==> src/rtl/dbv_pkg.sv <==
// Purpose: shared constants and types for the display bias/cathode/temp bank
// Assumes: 8-bit register addresses and data from the serial port engine
// Notes: offsets are the printed register addresses
package dbv_pkg;

    localparam logic [7:0] DBV_OFS_BIAS = 8'h0e;
    localparam logic [7:0] DBV_OFS_GSENSE = 8'h0f;
    localparam logic [7:0] DBV_OFS_CMODE = 8'h10;
    localparam logic [7:0] DBV_OFS_CTIME = 8'h11;
    localparam logic [7:0] DBV_OFS_MAX_PIXEL_LEVEL = 8'h12;
    localparam logic [7:0] DBV_OFS_MCATH = 8'h13;
    localparam logic [7:0] DBV_OFS_IREF = 8'h14;
    localparam logic [7:0] DBV_OFS_DIM = 8'h15;
    localparam logic [7:0] DBV_OFS_TSLOPE = 8'h16;
    localparam logic [7:0] DBV_OFS_TOFF = 8'h17;
    localparam logic [7:0] DBV_OFS_TUPD = 8'h18;
    localparam logic [7:0] DBV_OFS_TREAD = 8'h19;

    // writable bit masks, undefined bits read zero
    localparam logic [7:0] DBV_MSK_BIAS = 8'h0f;
    localparam logic [7:0] DBV_MSK_GSENSE = 8'h1f;
    localparam logic [7:0] DBV_MSK_CMODE = 8'h0f;
    localparam logic [7:0] DBV_MSK_DIM = 8'h7f;
    localparam logic [7:0] DBV_MSK_TSLOPE = 8'h3f;
    localparam logic [7:0] DBV_MSK_FULL = 8'hff;

    localparam logic [7:0] DBV_RST_BIAS = 8'h01;
    localparam logic [7:0] DBV_RST_GSENSE = 8'h00;
    localparam logic [7:0] DBV_RST_CMODE = 8'h00;
    localparam logic [7:0] DBV_RST_CTIME = 8'h3d;
    localparam logic [7:0] DBV_RST_MAX_PIXEL_LEVEL = 8'h0d;
    localparam logic [7:0] DBV_RST_MCATH = 8'h51;
    localparam logic [7:0] DBV_RST_IREF = 8'h00;
    localparam logic [7:0] DBV_RST_DIM = 8'h01;
    localparam logic [7:0] DBV_RST_TSLOPE = 8'h13;
    localparam logic [7:0] DBV_RST_TOFF = 8'h35;
    localparam logic [7:0] DBV_RST_TUPD = 8'hff;

    // field positions
    localparam int DBV_BIT_EXTREF = 3;
    localparam int DBV_BIT_PUMPHOLD = 4;
    localparam int DBV_BIT_SHOLD = 3;
    localparam int DBV_BIT_SSBYP = 7;
    localparam logic [2:0] DBV_DUTY_BAD = 3'h7;
    localparam logic [2:0] DBV_DUTY_EVEN = 3'h3;
    localparam logic [1:0] DBV_ISEN_BAD = 2'h3;

    // converter clock: 25 MHz divided, full periods per frequency code
    localparam int DBV_CLK_HZ = 25000000;
    localparam int DBV_F0_HZ = 125000;
    localparam int DBV_F1_HZ = 250000;
    localparam int DBV_F2_HZ = 500000;
    localparam int DBV_F3_HZ = 800000;
    localparam logic [7:0] DBV_PER0 = 8'(DBV_CLK_HZ / DBV_F0_HZ);
    localparam logic [7:0] DBV_PER1 = 8'(DBV_CLK_HZ / DBV_F1_HZ);
    localparam logic [7:0] DBV_PER2 = 8'(DBV_CLK_HZ / DBV_F2_HZ);
    localparam logic [7:0] DBV_PER3 = 8'(DBV_CLK_HZ / DBV_F3_HZ);

    // soft-start base time 2 ms, doubled per code
    localparam int DBV_SS_BASE_MS = 2;
    localparam int DBV_SS_BASE_CYC = DBV_SS_BASE_MS * (DBV_CLK_HZ / 1000);

    typedef enum logic [1:0] {
        DBV_MODE_CURRENT = 2'b00,
        DBV_MODE_CLAMPED = 2'b01,
        DBV_MODE_MANUAL = 2'b10,
        DBV_MODE_RSVD = 2'b11
    } dbv_mode_t;

    typedef struct packed {
        logic external_reference_select;
        logic [2:0] pixel_sink_level;
        logic pump_hold_enable;
        logic gamma_sense_sample_hold_enable;
        logic [2:0] gamma_sense_current_step;
        logic [7:0] gamma_sense_current_div;
        logic converter_current_sensor_enable;
        dbv_mode_t cathode_regulation_mode;
        logic [7:0] max_pixel_level;
        logic [7:0] manual_cathode_level;
        logic [2:0] reference_current_coarse;
        logic [4:0] reference_current_fine;
        logic [6:0] dimming_level;
        logic [5:0] temp_slope_divider;
        logic [7:0] temp_offset_adjust;
    } dbv_cfg_t;

    typedef struct packed {
        logic wr;
        logic rd;
        logic [7:0] addr;
        logic [7:0] wdata;
    } dbv_req_t;

endpackage

==> src/rtl/dbv_conv_clk.sv <==
// Purpose: cathode converter switching clock with duty and soft-start
// Assumes: timing byte held steady by the register bank
// Notes: hold input forces the switch low
`timescale 1ns/1ns
`default_nettype none
module dbv_conv_clk
    import dbv_pkg::*;
(
    input wire logic clk,
    input wire logic srst,
    input wire logic start,
    input wire logic hold,
    input wire logic [7:0] timing,
    output logic conv_clk,
    output logic soft_start_active
);
    logic [7:0] per_reg;
    logic [7:0] cnt_reg;
    logic [10:0] high_next;
    logic [24:0] ss_reg;
    logic [24:0] ss_len;

    // period from frequency field, high time from duty eighths
    always_comb begin
        unique case (timing[3:2])
            2'h0: per_reg = DBV_PER0;
            2'h1: per_reg = DBV_PER1;
            2'h2: per_reg = DBV_PER2;
            2'h3: per_reg = DBV_PER3;
        endcase
        high_next = (11'(per_reg) * (11'(timing[6:4]) + 11'h001)) >> 3;
        ss_len = 25'(DBV_SS_BASE_CYC) << timing[1:0];
    end

    // period counter
    always_ff @(posedge clk) begin
        if (srst || cnt_reg >= per_reg - 8'h01) begin
            cnt_reg <= 8'h00;
        end else begin
            cnt_reg <= cnt_reg + 8'h01;
        end
    end

    // soft-start runs on start unless bypassed
    always_ff @(posedge clk) begin
        if (srst) begin
            ss_reg <= '0;
        end else if (start && !timing[DBV_BIT_SSBYP]) begin
            ss_reg <= ss_len;
        end else if (ss_reg != '0) begin
            ss_reg <= ss_reg - 25'h1;
        end
    end

    // switch output; soft-start halves the duty
    always_ff @(posedge clk) begin
        if (srst) begin
            conv_clk <= 1'b0;
            soft_start_active <= 1'b0;
        end else begin
            soft_start_active <= (ss_reg != '0);
            if (hold) begin
                conv_clk <= 1'b0;
            end else if (ss_reg != '0) begin
                conv_clk <= ({3'h0, cnt_reg} < (high_next >> 1));
            end else begin
                conv_clk <= ({3'h0, cnt_reg} < high_next);
            end
        end
    end
endmodule
`default_nettype wire

==> src/rtl/dbv_temp_upd.sv <==
// Purpose: frame counter that triggers temperature sampling
// Assumes: frame_start is a one-cycle pulse in clk domain
// Notes: sample pulse every interval+1 frames
`timescale 1ns/1ns
`default_nettype none
module dbv_temp_upd
    import dbv_pkg::*;
(
    input wire logic clk,
    input wire logic srst,
    input wire logic frame_start,
    input wire logic [7:0] interval,
    output logic sample
);
    logic [7:0] cnt_reg;

    // count frames, pulse after interval+1 of them
    always_ff @(posedge clk) begin
        if (srst) begin
            cnt_reg <= 8'h00;
            sample <= 1'b0;
        end else begin
            sample <= 1'b0;
            if (frame_start) begin
                if (cnt_reg >= interval) begin
                    cnt_reg <= 8'h00;
                    sample <= 1'b1;
                end else begin
                    cnt_reg <= cnt_reg + 8'h01;
                end
            end
        end
    end
endmodule
`default_nettype wire

==> src/rtl/dbv_regs.sv <==
// Purpose: bias, cathode converter and temperature config bank
// Assumes: serial port engine hands over decoded one-cycle requests
// Notes: video frame pulse and sensor value arrive from pins
`timescale 1ns/1ns
`default_nettype none
// Functional notes
// bit3 external reference, bits2-0 sink level
// sink code zero off, seven maximum
// pump hold stops converter during sampling
// sample-hold enabled or bypassed on sense
// step code n divides reference by 2^(7-n)
// host waits 10 ms, samples in blanking
// sensor field 00 off, 01/10 on
// mode field selects current, clamped, manual
// dimming only acts in current mode
// timing bit7 bypasses soft-start
// duty field sets converter high:low ratio
// frequency field sets converter clock rate
// soft-start duration 2,4,8,16 ms
// max pixel level byte, reset 0d
// manual cathode byte used in other modes
// coarse plus fine reference current factor
// dimming seven bits, reset 01
// slope divider six bits, reset 13
// temperature offset added to reading
// reading refreshed every interval+1 frames
// host writes interval 02 through ff only
// written values stored and read back
// reading digitised into read-only byte
// undefined bits read zero, writes ignored
module dbv_regs
    import dbv_pkg::*;
(
    input wire logic clk,
    input wire logic srst,
    input wire dbv_req_t req,
    input wire logic frame_start_pin,
    input wire logic [7:0] sensor_raw_pin,
    input wire logic conv_start,
    input wire logic sense_sampling,
    output logic [7:0] rdata,
    output logic rvalid,
    output dbv_cfg_t cfg,
    output logic [7:0] effective_dimming,
    output logic [7:0] temp_reading,
    output logic converter_switch,
    output logic soft_start_active
);
    logic [7:0] bias_reg;
    logic [7:0] gsense_reg;
    logic [7:0] cmode_reg;
    logic [7:0] ctime_reg;
    logic [7:0] max_pixel_level_reg;
    logic [7:0] mcath_reg;
    logic [7:0] iref_reg;
    logic [7:0] dim_reg;
    logic [7:0] tslope_reg;
    logic [7:0] toff_reg;
    logic [7:0] tupd_reg;
    logic [7:0] tread_reg;
    logic [1:0] frame_sync;
    logic frame_d;
    logic [7:0] sensor_s1;
    logic [7:0] sensor_s2;
    logic [7:0] sensor_s3;
    logic [7:0] sensor_ok;
    logic [7:0] rdata_next;
    logic temp_sample;
    logic conv_clk_w;
    logic ss_active_w;
    logic [8:0] temp_sum;
    logic [13:0] temp_scaled;
    logic [7:0] ctime_next;

    // masked write data for a given field mask
    function automatic logic [7:0] dbv_wr(input logic [7:0] d,
                                          input logic [7:0] m);
        dbv_wr = d & m;
    endfunction

    // write strobe for a given offset
    function automatic logic dbv_hit(input dbv_req_t r, input logic [7:0] a);
        dbv_hit = r.wr && (r.addr == a);
    endfunction

    // reserved duty code falls back to even duty
    always_comb begin
        ctime_next = req.wdata;
        if (req.wdata[6:4] == DBV_DUTY_BAD) begin
            ctime_next[6:4] = DBV_DUTY_EVEN;
        end
    end

    // store writes per register
    // undefined bits masked on write
    always_ff @(posedge clk) begin
        if (srst) begin
            bias_reg <= DBV_RST_BIAS;
            gsense_reg <= DBV_RST_GSENSE;
            cmode_reg <= DBV_RST_CMODE;
            ctime_reg <= DBV_RST_CTIME;
            max_pixel_level_reg <= DBV_RST_MAX_PIXEL_LEVEL;
            mcath_reg <= DBV_RST_MCATH;
            iref_reg <= DBV_RST_IREF;
            dim_reg <= DBV_RST_DIM;
            tslope_reg <= DBV_RST_TSLOPE;
            toff_reg <= DBV_RST_TOFF;
            tupd_reg <= DBV_RST_TUPD;
        end else begin
            if (dbv_hit(req, DBV_OFS_BIAS)) begin
                bias_reg <= dbv_wr(req.wdata, DBV_MSK_BIAS);
            end
            if (dbv_hit(req, DBV_OFS_GSENSE)) begin
                gsense_reg <= dbv_wr(req.wdata, DBV_MSK_GSENSE);
            end
            if (dbv_hit(req, DBV_OFS_CMODE)) begin
                cmode_reg <= dbv_wr(req.wdata, DBV_MSK_CMODE);
            end
            if (dbv_hit(req, DBV_OFS_CTIME)) begin
                ctime_reg <= ctime_next;
            end
            if (dbv_hit(req, DBV_OFS_MAX_PIXEL_LEVEL)) begin
                max_pixel_level_reg <= req.wdata;
            end
            if (dbv_hit(req, DBV_OFS_MCATH)) begin
                mcath_reg <= req.wdata;
            end
            if (dbv_hit(req, DBV_OFS_IREF)) begin
                iref_reg <= req.wdata;
            end
            if (dbv_hit(req, DBV_OFS_DIM)) begin
                dim_reg <= dbv_wr(req.wdata, DBV_MSK_DIM);
            end
            if (dbv_hit(req, DBV_OFS_TSLOPE)) begin
                tslope_reg <= dbv_wr(req.wdata, DBV_MSK_TSLOPE);
            end
            if (dbv_hit(req, DBV_OFS_TOFF)) begin
                toff_reg <= req.wdata;
            end
            // host keeps interval in range, stored as given
            if (dbv_hit(req, DBV_OFS_TUPD)) begin
                tupd_reg <= req.wdata;
            end
        end
    end

    // read mux, unmapped reads zero
    always_comb begin
        unique case (req.addr)
            DBV_OFS_BIAS: rdata_next = bias_reg;
            DBV_OFS_GSENSE: rdata_next = gsense_reg;
            DBV_OFS_CMODE: rdata_next = cmode_reg;
            DBV_OFS_CTIME: rdata_next = ctime_reg;
            DBV_OFS_MAX_PIXEL_LEVEL: rdata_next = max_pixel_level_reg;
            DBV_OFS_MCATH: rdata_next = mcath_reg;
            DBV_OFS_IREF: rdata_next = iref_reg;
            DBV_OFS_DIM: rdata_next = dim_reg;
            DBV_OFS_TSLOPE: rdata_next = tslope_reg;
            DBV_OFS_TOFF: rdata_next = toff_reg;
            DBV_OFS_TUPD: rdata_next = tupd_reg;
            DBV_OFS_TREAD: rdata_next = tread_reg;
            default: rdata_next = 8'h00;
        endcase
    end

    // read answer one cycle after request
    always_ff @(posedge clk) begin
        if (srst) begin
            rdata <= 8'h00;
            rvalid <= 1'b0;
        end else begin
            rvalid <= req.rd;
            if (req.rd) begin
                rdata <= rdata_next;
            end
        end
    end

    // pin synchronisers, edge detect on second stage only
    // sensor word taken only once two samples agree, so no torn bits
    always_ff @(posedge clk) begin
        if (srst) begin
            frame_sync <= 2'b00;
            frame_d <= 1'b0;
            sensor_s1 <= 8'h00;
            sensor_s2 <= 8'h00;
            sensor_s3 <= 8'h00;
            sensor_ok <= 8'h00;
        end else begin
            frame_sync <= {frame_sync[0], frame_start_pin};
            frame_d <= frame_sync[1];
            sensor_s1 <= sensor_raw_pin;
            sensor_s2 <= sensor_s1;
            sensor_s3 <= sensor_s2;
            if (sensor_s2 == sensor_s3) begin
                sensor_ok <= sensor_s2;
            end
        end
    end

    // frame counter for refresh interval
    dbv_temp_upd u_temp_upd (
        .clk(clk),
        .srst(srst),
        .frame_start(frame_sync[1] && !frame_d),
        .interval(tupd_reg),
        .sample(temp_sample)
    );

    // slope gain, R19: offset, saturate at ff
    always_comb begin
        temp_scaled = (14'(sensor_ok) * 14'(tslope_reg[5:0])) >> 5;
        temp_sum = {1'b0, temp_scaled[7:0]} + {1'b0, toff_reg};
        if (temp_scaled[13:8] != 6'h00 || temp_sum[8]) begin
            temp_sum = 9'h0ff;
        end
    end

    // capture reading at each refresh
    always_ff @(posedge clk) begin
        if (srst) begin
            tread_reg <= 8'h00;
        end else if (temp_sample) begin
            tread_reg <= temp_sum[7:0];
        end
    end

    // R12: R13: converter clock generator
    dbv_conv_clk u_conv_clk (
        .clk(clk),
        .srst(srst),
        .start(conv_start),
        // pump hold during sense sampling
        .hold(gsense_reg[DBV_BIT_PUMPHOLD] && sense_sampling),
        .timing(ctime_reg),
        .conv_clk(conv_clk_w),
        .soft_start_active(ss_active_w)
    );

    // decoded configuration to analog blocks
    always_ff @(posedge clk) begin
        if (srst) begin
            cfg <= '0;
            effective_dimming <= 8'h00;
            temp_reading <= 8'h00;
            converter_switch <= 1'b0;
            soft_start_active <= 1'b0;
        end else begin
            // R2: reference select and sink level
            cfg.external_reference_select <= bias_reg[DBV_BIT_EXTREF];
            cfg.pixel_sink_level <= bias_reg[2:0];
            // R4: pump hold and sample-hold enables
            cfg.pump_hold_enable <= gsense_reg[DBV_BIT_PUMPHOLD];
            cfg.gamma_sense_sample_hold_enable <= gsense_reg[DBV_BIT_SHOLD];
            // step as divide-by 2^(7-n)
            cfg.gamma_sense_current_step <= gsense_reg[2:0];
            cfg.gamma_sense_current_div <= 8'h01 << (3'h7 - gsense_reg[2:0]);
            // sensor on for 01 or 10 only
            cfg.converter_current_sensor_enable <=
                (cmode_reg[3:2] != 2'b00) && (cmode_reg[3:2] != DBV_ISEN_BAD);
            // regulation mode
            cfg.cathode_regulation_mode <= dbv_mode_t'(cmode_reg[1:0]);
            // R15: levels
            cfg.max_pixel_level <= max_pixel_level_reg;
            cfg.manual_cathode_level <= mcath_reg;
            // coarse and fine current factors
            cfg.reference_current_coarse <= iref_reg[7:5];
            cfg.reference_current_fine <= iref_reg[4:0];
            // R18: R19: dimming, slope and offset fields
            cfg.dimming_level <= dim_reg[6:0];
            cfg.temp_slope_divider <= tslope_reg[5:0];
            cfg.temp_offset_adjust <= toff_reg;
            // dimming passes only in current mode
            effective_dimming <= (cmode_reg[1:0] == DBV_MODE_CURRENT) ?
                {1'b0, dim_reg[6:0]} : 8'h00;
            temp_reading <= tread_reg;
            converter_switch <= conv_clk_w;
            soft_start_active <= ss_active_w;
        end
    end
endmodule
`default_nettype wire

==> config.mk <==
export PLATFORM = sky130hd
export DESIGN_NAME = dbv_regs
export DESIGN_NICKNAME = d
export VERILOG_FILES = /design/src/rtl/dbv_pkg.sv /design/src/rtl/dbv_conv_clk.sv /design/src/rtl/dbv_temp_upd.sv /design/src/rtl/dbv_regs.sv
export SDC_FILE = /design/constraint.sdc
export NUM_CORES = 1
export LEC_CHECK = 0
export BUFFER_PORTS_ARGS = -buffer_cell sky130_fd_sc_hd__buf_2
export CAP_MARGIN = 10
export CORE_MARGIN = 2
export CORE_UTILIZATION = 60
export CTS_CLUSTER_DIAMETER = 150
export CTS_CLUSTER_SIZE = 24
export DETAILED_ROUTE_END_ITERATION = 6
export PLACE_DENSITY = 0.81
export SYNTH_ARGS = -nofsm -noshare
export SYNTH_HDL_FRONTEND = slang
export SYNTH_SLANG_ARGS = --single-unit
export TNS_END_PERCENT = 50
==> constraint.sdc <==
create_clock -name clk -period 7.35 [get_ports clk]
set_clock_uncertainty 0.2 [all_clocks]
set_input_delay 0.735 -clock clk [delete_from_list [all_inputs] [get_ports clk]]
set_output_delay 0.735 -clock clk [all_outputs]
set_load 0.02 [all_outputs]
## After elaboration in Yosys (flattened, before gate mapping)

Cells that the tools add are included.

| storage, ports and cells | value |
|---|---|
| register bits | 253 |
| bits of input ports | 31 |
| output and inout port bits | 92 |
| word-level logic and storage cells | 117 |

| cells by class | value |
|---|---|
| $add $sub $neg | 7 |
| $mul | 2 |
| $lt $le $gt $ge | 4 |
| eq/ne operators | 18 |
| shifts and indexed selects | 2 |
| multiplexer cells | 9 |
| bitwise operators | 2 |
| reductions and logical operators | 27 |

Operators with widths:

| cell | count |
|---|---|
| 8-bit one-hot mux with 12 select lines | 1 |
| 8-bit by 5-bit == test with 1-bit output (second input constant) | 10 |
| 25-bit 2-to-1 mux | 2 |
| 8-bit one-hot mux with 4 select lines | 1 |
| 25-bit nonzero test | 1 |
| 16-bit by 2-bit << shifter with 25-bit output (first input constant) | 1 |
| 25-bit by 1-bit subtractor with 25-bit output (second input constant) | 1 |
| 8-bit by 1-bit adder with 8-bit output (second input constant) | 2 |
| 8-bit by 4-bit == test with 1-bit output (second input constant) | 2 |
| 8-bit greater-or-equal comparator | 2 |
| 8-bit 2-to-1 mux | 2 |
| 1-bit logical AND | 15 |
| 8-bit by 6-bit multiplier with 14-bit output | 1 |
| 8-bit by 11-bit multiplier with 11-bit output | 1 |
| 8-bit by 8-bit adder with 9-bit output | 1 |
| 8-bit == test | 1 |
| 8-bit by 7-bit < comparator with 1-bit output | 1 |
| 8-bit < comparator | 1 |
| 1-bit by 3-bit << shifter with 8-bit output (first input constant) | 1 |
| 8-bit by 1-bit subtractor with 8-bit output (second input constant) | 1 |
| 2-bit OR reduction | 3 |
| 3-bit by 1-bit adder with 4-bit output (second input constant) | 1 |
| 2-bit == test (second input constant) | 2 |
| 2-bit zero test | 2 |
| other kinds (10) | 15 |

## Logic depth before layout (Yosys ltp)

| depth | value |
|---|---|
| word-level depth | 5 |
| depth in mapped cells | 22 |
| gate-level depth less buffers | 21 |

## Modules after synthesis

Synthesis repeated with hierarchy kept, for this count alone.

| second synthesis, totals | value |
|---|---|
| cells, all modules | 1391 |
| area, all modules | 13030.0 µm² |

Modules (own cells, without submodules):

| module | times used | cells an instance | area an instance (µm²) | seq. area each (µm²) |
|---|---|---|---|---|
| dbv_regs | 1 | 957 | 9328.9 | 4164.0 |
| dbv_conv_clk | 1 | 370 | 3090.5 | 700.7 |
| dbv_temp_upd | 1 | 64 | 610.6 | 180.2 |

## Least setup slack after synthesis

Ideal clock, no wire load.

| timing | value |
|---|---|
| path kind | flip-flop to flip-flop |
| start point | register tslope_reg[5] |
| end point | register tread_reg[0] |
| arrival | 5139 ps |
| setup slack | 1873 ps |
| stages on the path, launching flop included | 21 |
| buffers on the path | 1 |
| period minus slack after synthesis | 5477 ps |
| cell sequence | dfxtp_1 > clkbuf_1 > nand2_1 > fa_1 > fa_1 > inv_1 > fa_1 > ha_1 > and4_1 > a221o_1 > a211o_1 > a21oi_1 > o21bai_1 > xor2_1 > ha_1 > o21ai_0 > nand2b_1 > a311oi_1 > nand2b_1 > mux2i_1 > a211oi_1 |

| between the ends | value |
|---|---|
| longest elaborated chain between the ends | 4 |

Ends and longest elaborated chain:

| item | RTL line | text |
|---|---|---|
| start: declaration | dbv_regs.sv:57 | `logic [7:0] tslope_reg;` |
| start signal: assignment | dbv_regs.sv:135 | `tslope_reg <= dbv_wr(req.wdata, DBV_MSK_TSLOPE);` |
| 8-bit by 6-bit multiplier with 14-bit output * | dbv_regs.sv:212 | `temp_scaled = (14'(sensor_ok) * 14'(tslope_reg[5:0])) >> 5;` |
| 8-bit by 8-bit adder with 9-bit output | dbv_regs.sv:213 | `temp_sum = {1'b0, temp_scaled[7:0]} + {1'b0, toff_reg};` |
| 1-bit logical OR | dbv_regs.sv:214 | `if (temp_scaled[13:8] != 6'h00 \|\| temp_sum[8]) begin` |
| 8-bit 2-to-1 mux * | dbv_regs.sv:214 |  |
| end signal: assignment | dbv_regs.sv:224 | `tread_reg <= temp_sum[7:0];` |
| end: declaration | dbv_regs.sv:60 | `logic [7:0] tread_reg;` |

Mark *: on every way between the ends. The rest lies on a longest branch, timed or not.
A chain may end at the register's enable or synchronous reset.

## Final worst setup path

| timing | value |
|---|---|
| start point | register tslope_reg[5] |
| end point | register tread_reg[4] |

The elaborated chain is that of the path after synthesis.

==> metrics <==
antenna cells 0; RSZ-0062 raised after global routing no; Worst Setup SP tslope_reg[5]; first-pass GRT wire length 47220 um; ys async rst share 0%; die area 0.02217 mm2; initial antenna violation count 0; critical path type reg2reg; area grow syn2layout 8.781%; vias in the first global route 9139; Critical Path AT 6140 ps; core footprint 0.02082 mm2; Num CTS Buffers 14; post-synth net total 1518; DP Wirelength 21850 um; status completed; CP Capture Type flip-flop; Setup Viol. Count Final 0; H-tree depth 1; worst relative slew slack 28.78%; Syn Area/Cell 9.207 um2; clock buffer depth 3; CTS tree done; # IOs 123; # Post-CTS Setup Buffers 0; final WL around 30000 um; Clock Sinks 252; starting density of the core 60.49%; Max Transition Viols Final 0; Peak VDD IR 0.0001565 V; slowest CP cell dfxtp_1; hold depth 2; CP Cell Sequence nand2_1, fa_1, fa_1, inv_1, fa_1, ha_1, and4_1, a221o_1, and2_1, nor2_1, xnor2_1, ha_1, a211oi_1, o21ai_1, a311oi_1, nand2b_1, mux2i_1, a211oi_1; final instance area 0.01370 mm2; Synth area leader dfxtp_1; via count 9717; Final GP Congestion 0.9679; Port Buffers 121; Cell variety after synth 68; routed len/inst 17.40 um; Die Y 148.9 um; r2r startpoint tslope_reg[5]; Area after DPL between 0.01 and 0.015 mm2; Hold Path Class in2reg; CTS Hold Bufs 0; worst-skew pair later-pin latency 500 ps; setup TNS 0 ps; pwr dens 178.0 mW/mm2; top cells by count, synth dfxtp_1 (252), nor2_1 (137), nand2_1 (117); Nets around 1600; number of fillers in the final layout around 1700; largest net degree at the start of global routing 132; Total GRT Usage 26.57%; final antenna-violating net count 0; Gate Count Post-Synth 1368; Worst EP required 7480 ps; final hold violation count 0; Lkg Pwr 6.236 nW; clock root cell clkbuf_16; synthesized area roughly 0.013 mm2; Final Core Density 65.80%; max reg flops 65; crit path time final 6015 ps; Hold WS 230.3 ps; Main synth FF type dfxtp_1; max cap viols 0; share of cells above drive strength 1 approximately a tenth; period utilization 81.84%; GRT overflow 0; largest cells by area after synthesis dfxtp_1 (40%), ha_1 (8.1%), fa_1 (5.9%); Synth Register Bits 252; Avg Vias per Cell 5.663; post-synth top area share ~40%; Pre-Repair DR Iteration Count 5; slowest stage delay, CP 540 ps; Hold Crit Start sense_sampling; Die Wd 148.9 um; yosys warns 0; First DRT Iteration DRCs between 800 and 900; Post-synth EDFFs 0; # DRC 0; count leader, synth dfxtp_1; row cnt 53; clk slew on worst S/H paths 90 ps; Startpoint Class flip-flop; Crit Path Max Fanout 11; Worst Tran Pin Value 1063 ps; R2R depth 18; Most common cell on crit path fa_1; FMAX 166.2 MHz; Post-CTS Resized 0; sequential area share after synthesis 40.05%
area by class of cell:
class | count | area (um2) | share of cell area, %
timing repair buffer | 123 | 626.9 | 4.575
clock inverter | 1 | 16.27 | 0.1187
multi-input combinational | 979 | 7028 | 51.29
sequential | 252 | 5045 | 36.82
clock buffer | 15 | 375.4 | 2.739
tap | 275 | 344.1 | 2.511
inverter | 71 | 266.5 | 1.945
through the flow:
step,cells,power (mW),worst slack [ps]
5_1_grt,1716,2.518,948.1
3_3_place_gp,1700,1.648,1624
4_1_cts,1716,2.451,1375
3_5_place_dp,1700,1.654,1427
2_1_floorplan,1368,1.597,1873
6_report,1716,2.439,1335
worst max-delay path: cells and delay by family, from the launching register on:
kind,cells,cell delay [ps]
fa+ha+maj,5,2160
compound gates,5,1530
simple gates,5,780
flops,1,540
mux,1,460
xor+xnor,1,130
buf+inv,1,50
logic make-up (layout without fill, tap and decap cells):
group	Yosys count	count (layout)	synth area share, %
xor+xnor	67	67	4.659
compound gates	172	172	9.367
other cells	1	1	0.02977
simple gates	561	561	23.00
buf+inv	137	210	4.152
mux	59	59	4.718
fa+ha+maj	119	119	14.03
flops	252	252	40.05
where the power goes:
part,switching (mW),internal [mW],leakage (nW)
Combinational,0.134,0.0814,4.00
Clock,0.444,0.370,0.192
Sequential,0.0197,1.39,2.05
cell usage in the layout, fill, tap and decap left out, types with 5 or more instances in the layout:
cell,Yosys,routed
a211o_1,11,11
a211oi_1,15,15
a21o_1,6,6
a21oi_1,43,43
a221oi_1,6,6
a22o_1,6,6
a22oi_1,8,8
and2_1,48,48
and3_1,9,9
buf_2,4,120
clkbuf_16,0,15
dfxtp_1,252,252
fa_1,37,37
ha_1,82,82
inv_1,70,70
mux2i_1,56,56
nand2_1,117,117
nand2b_1,24,24
nand3_1,32,32
nand3b_1,21,21
nor2_1,137,137
nor2b_1,110,110
nor3_1,16,16
nor4_1,13,13
nor4b_1,5,5
o21ai_0,27,27
o21bai_1,7,7
xnor2_1,33,33
xor2_1,34,34
worst paths after layout:
check                   endpoint  slack (ps)
min reg2reg         sensor_s2[7]         230
max reg2reg         tread_reg[4]        1330
max                 tread_reg[4]        1330
min          u_conv_clk.conv_clk         230
routing by layer:
layer | up-vias | GRT usage (%) | part of all wire, %
li1 | 4728 | - | -
met1 | 4597 | 34.93 | 43
met2 | 331 | 45.05 | 47
met3 | 61 | 4.067 | 6.6
met4 | 0 | 8.667 | 3.1
met5 | - | 0 | 0
No activity file was read; power rests on OpenSTA's default activity.
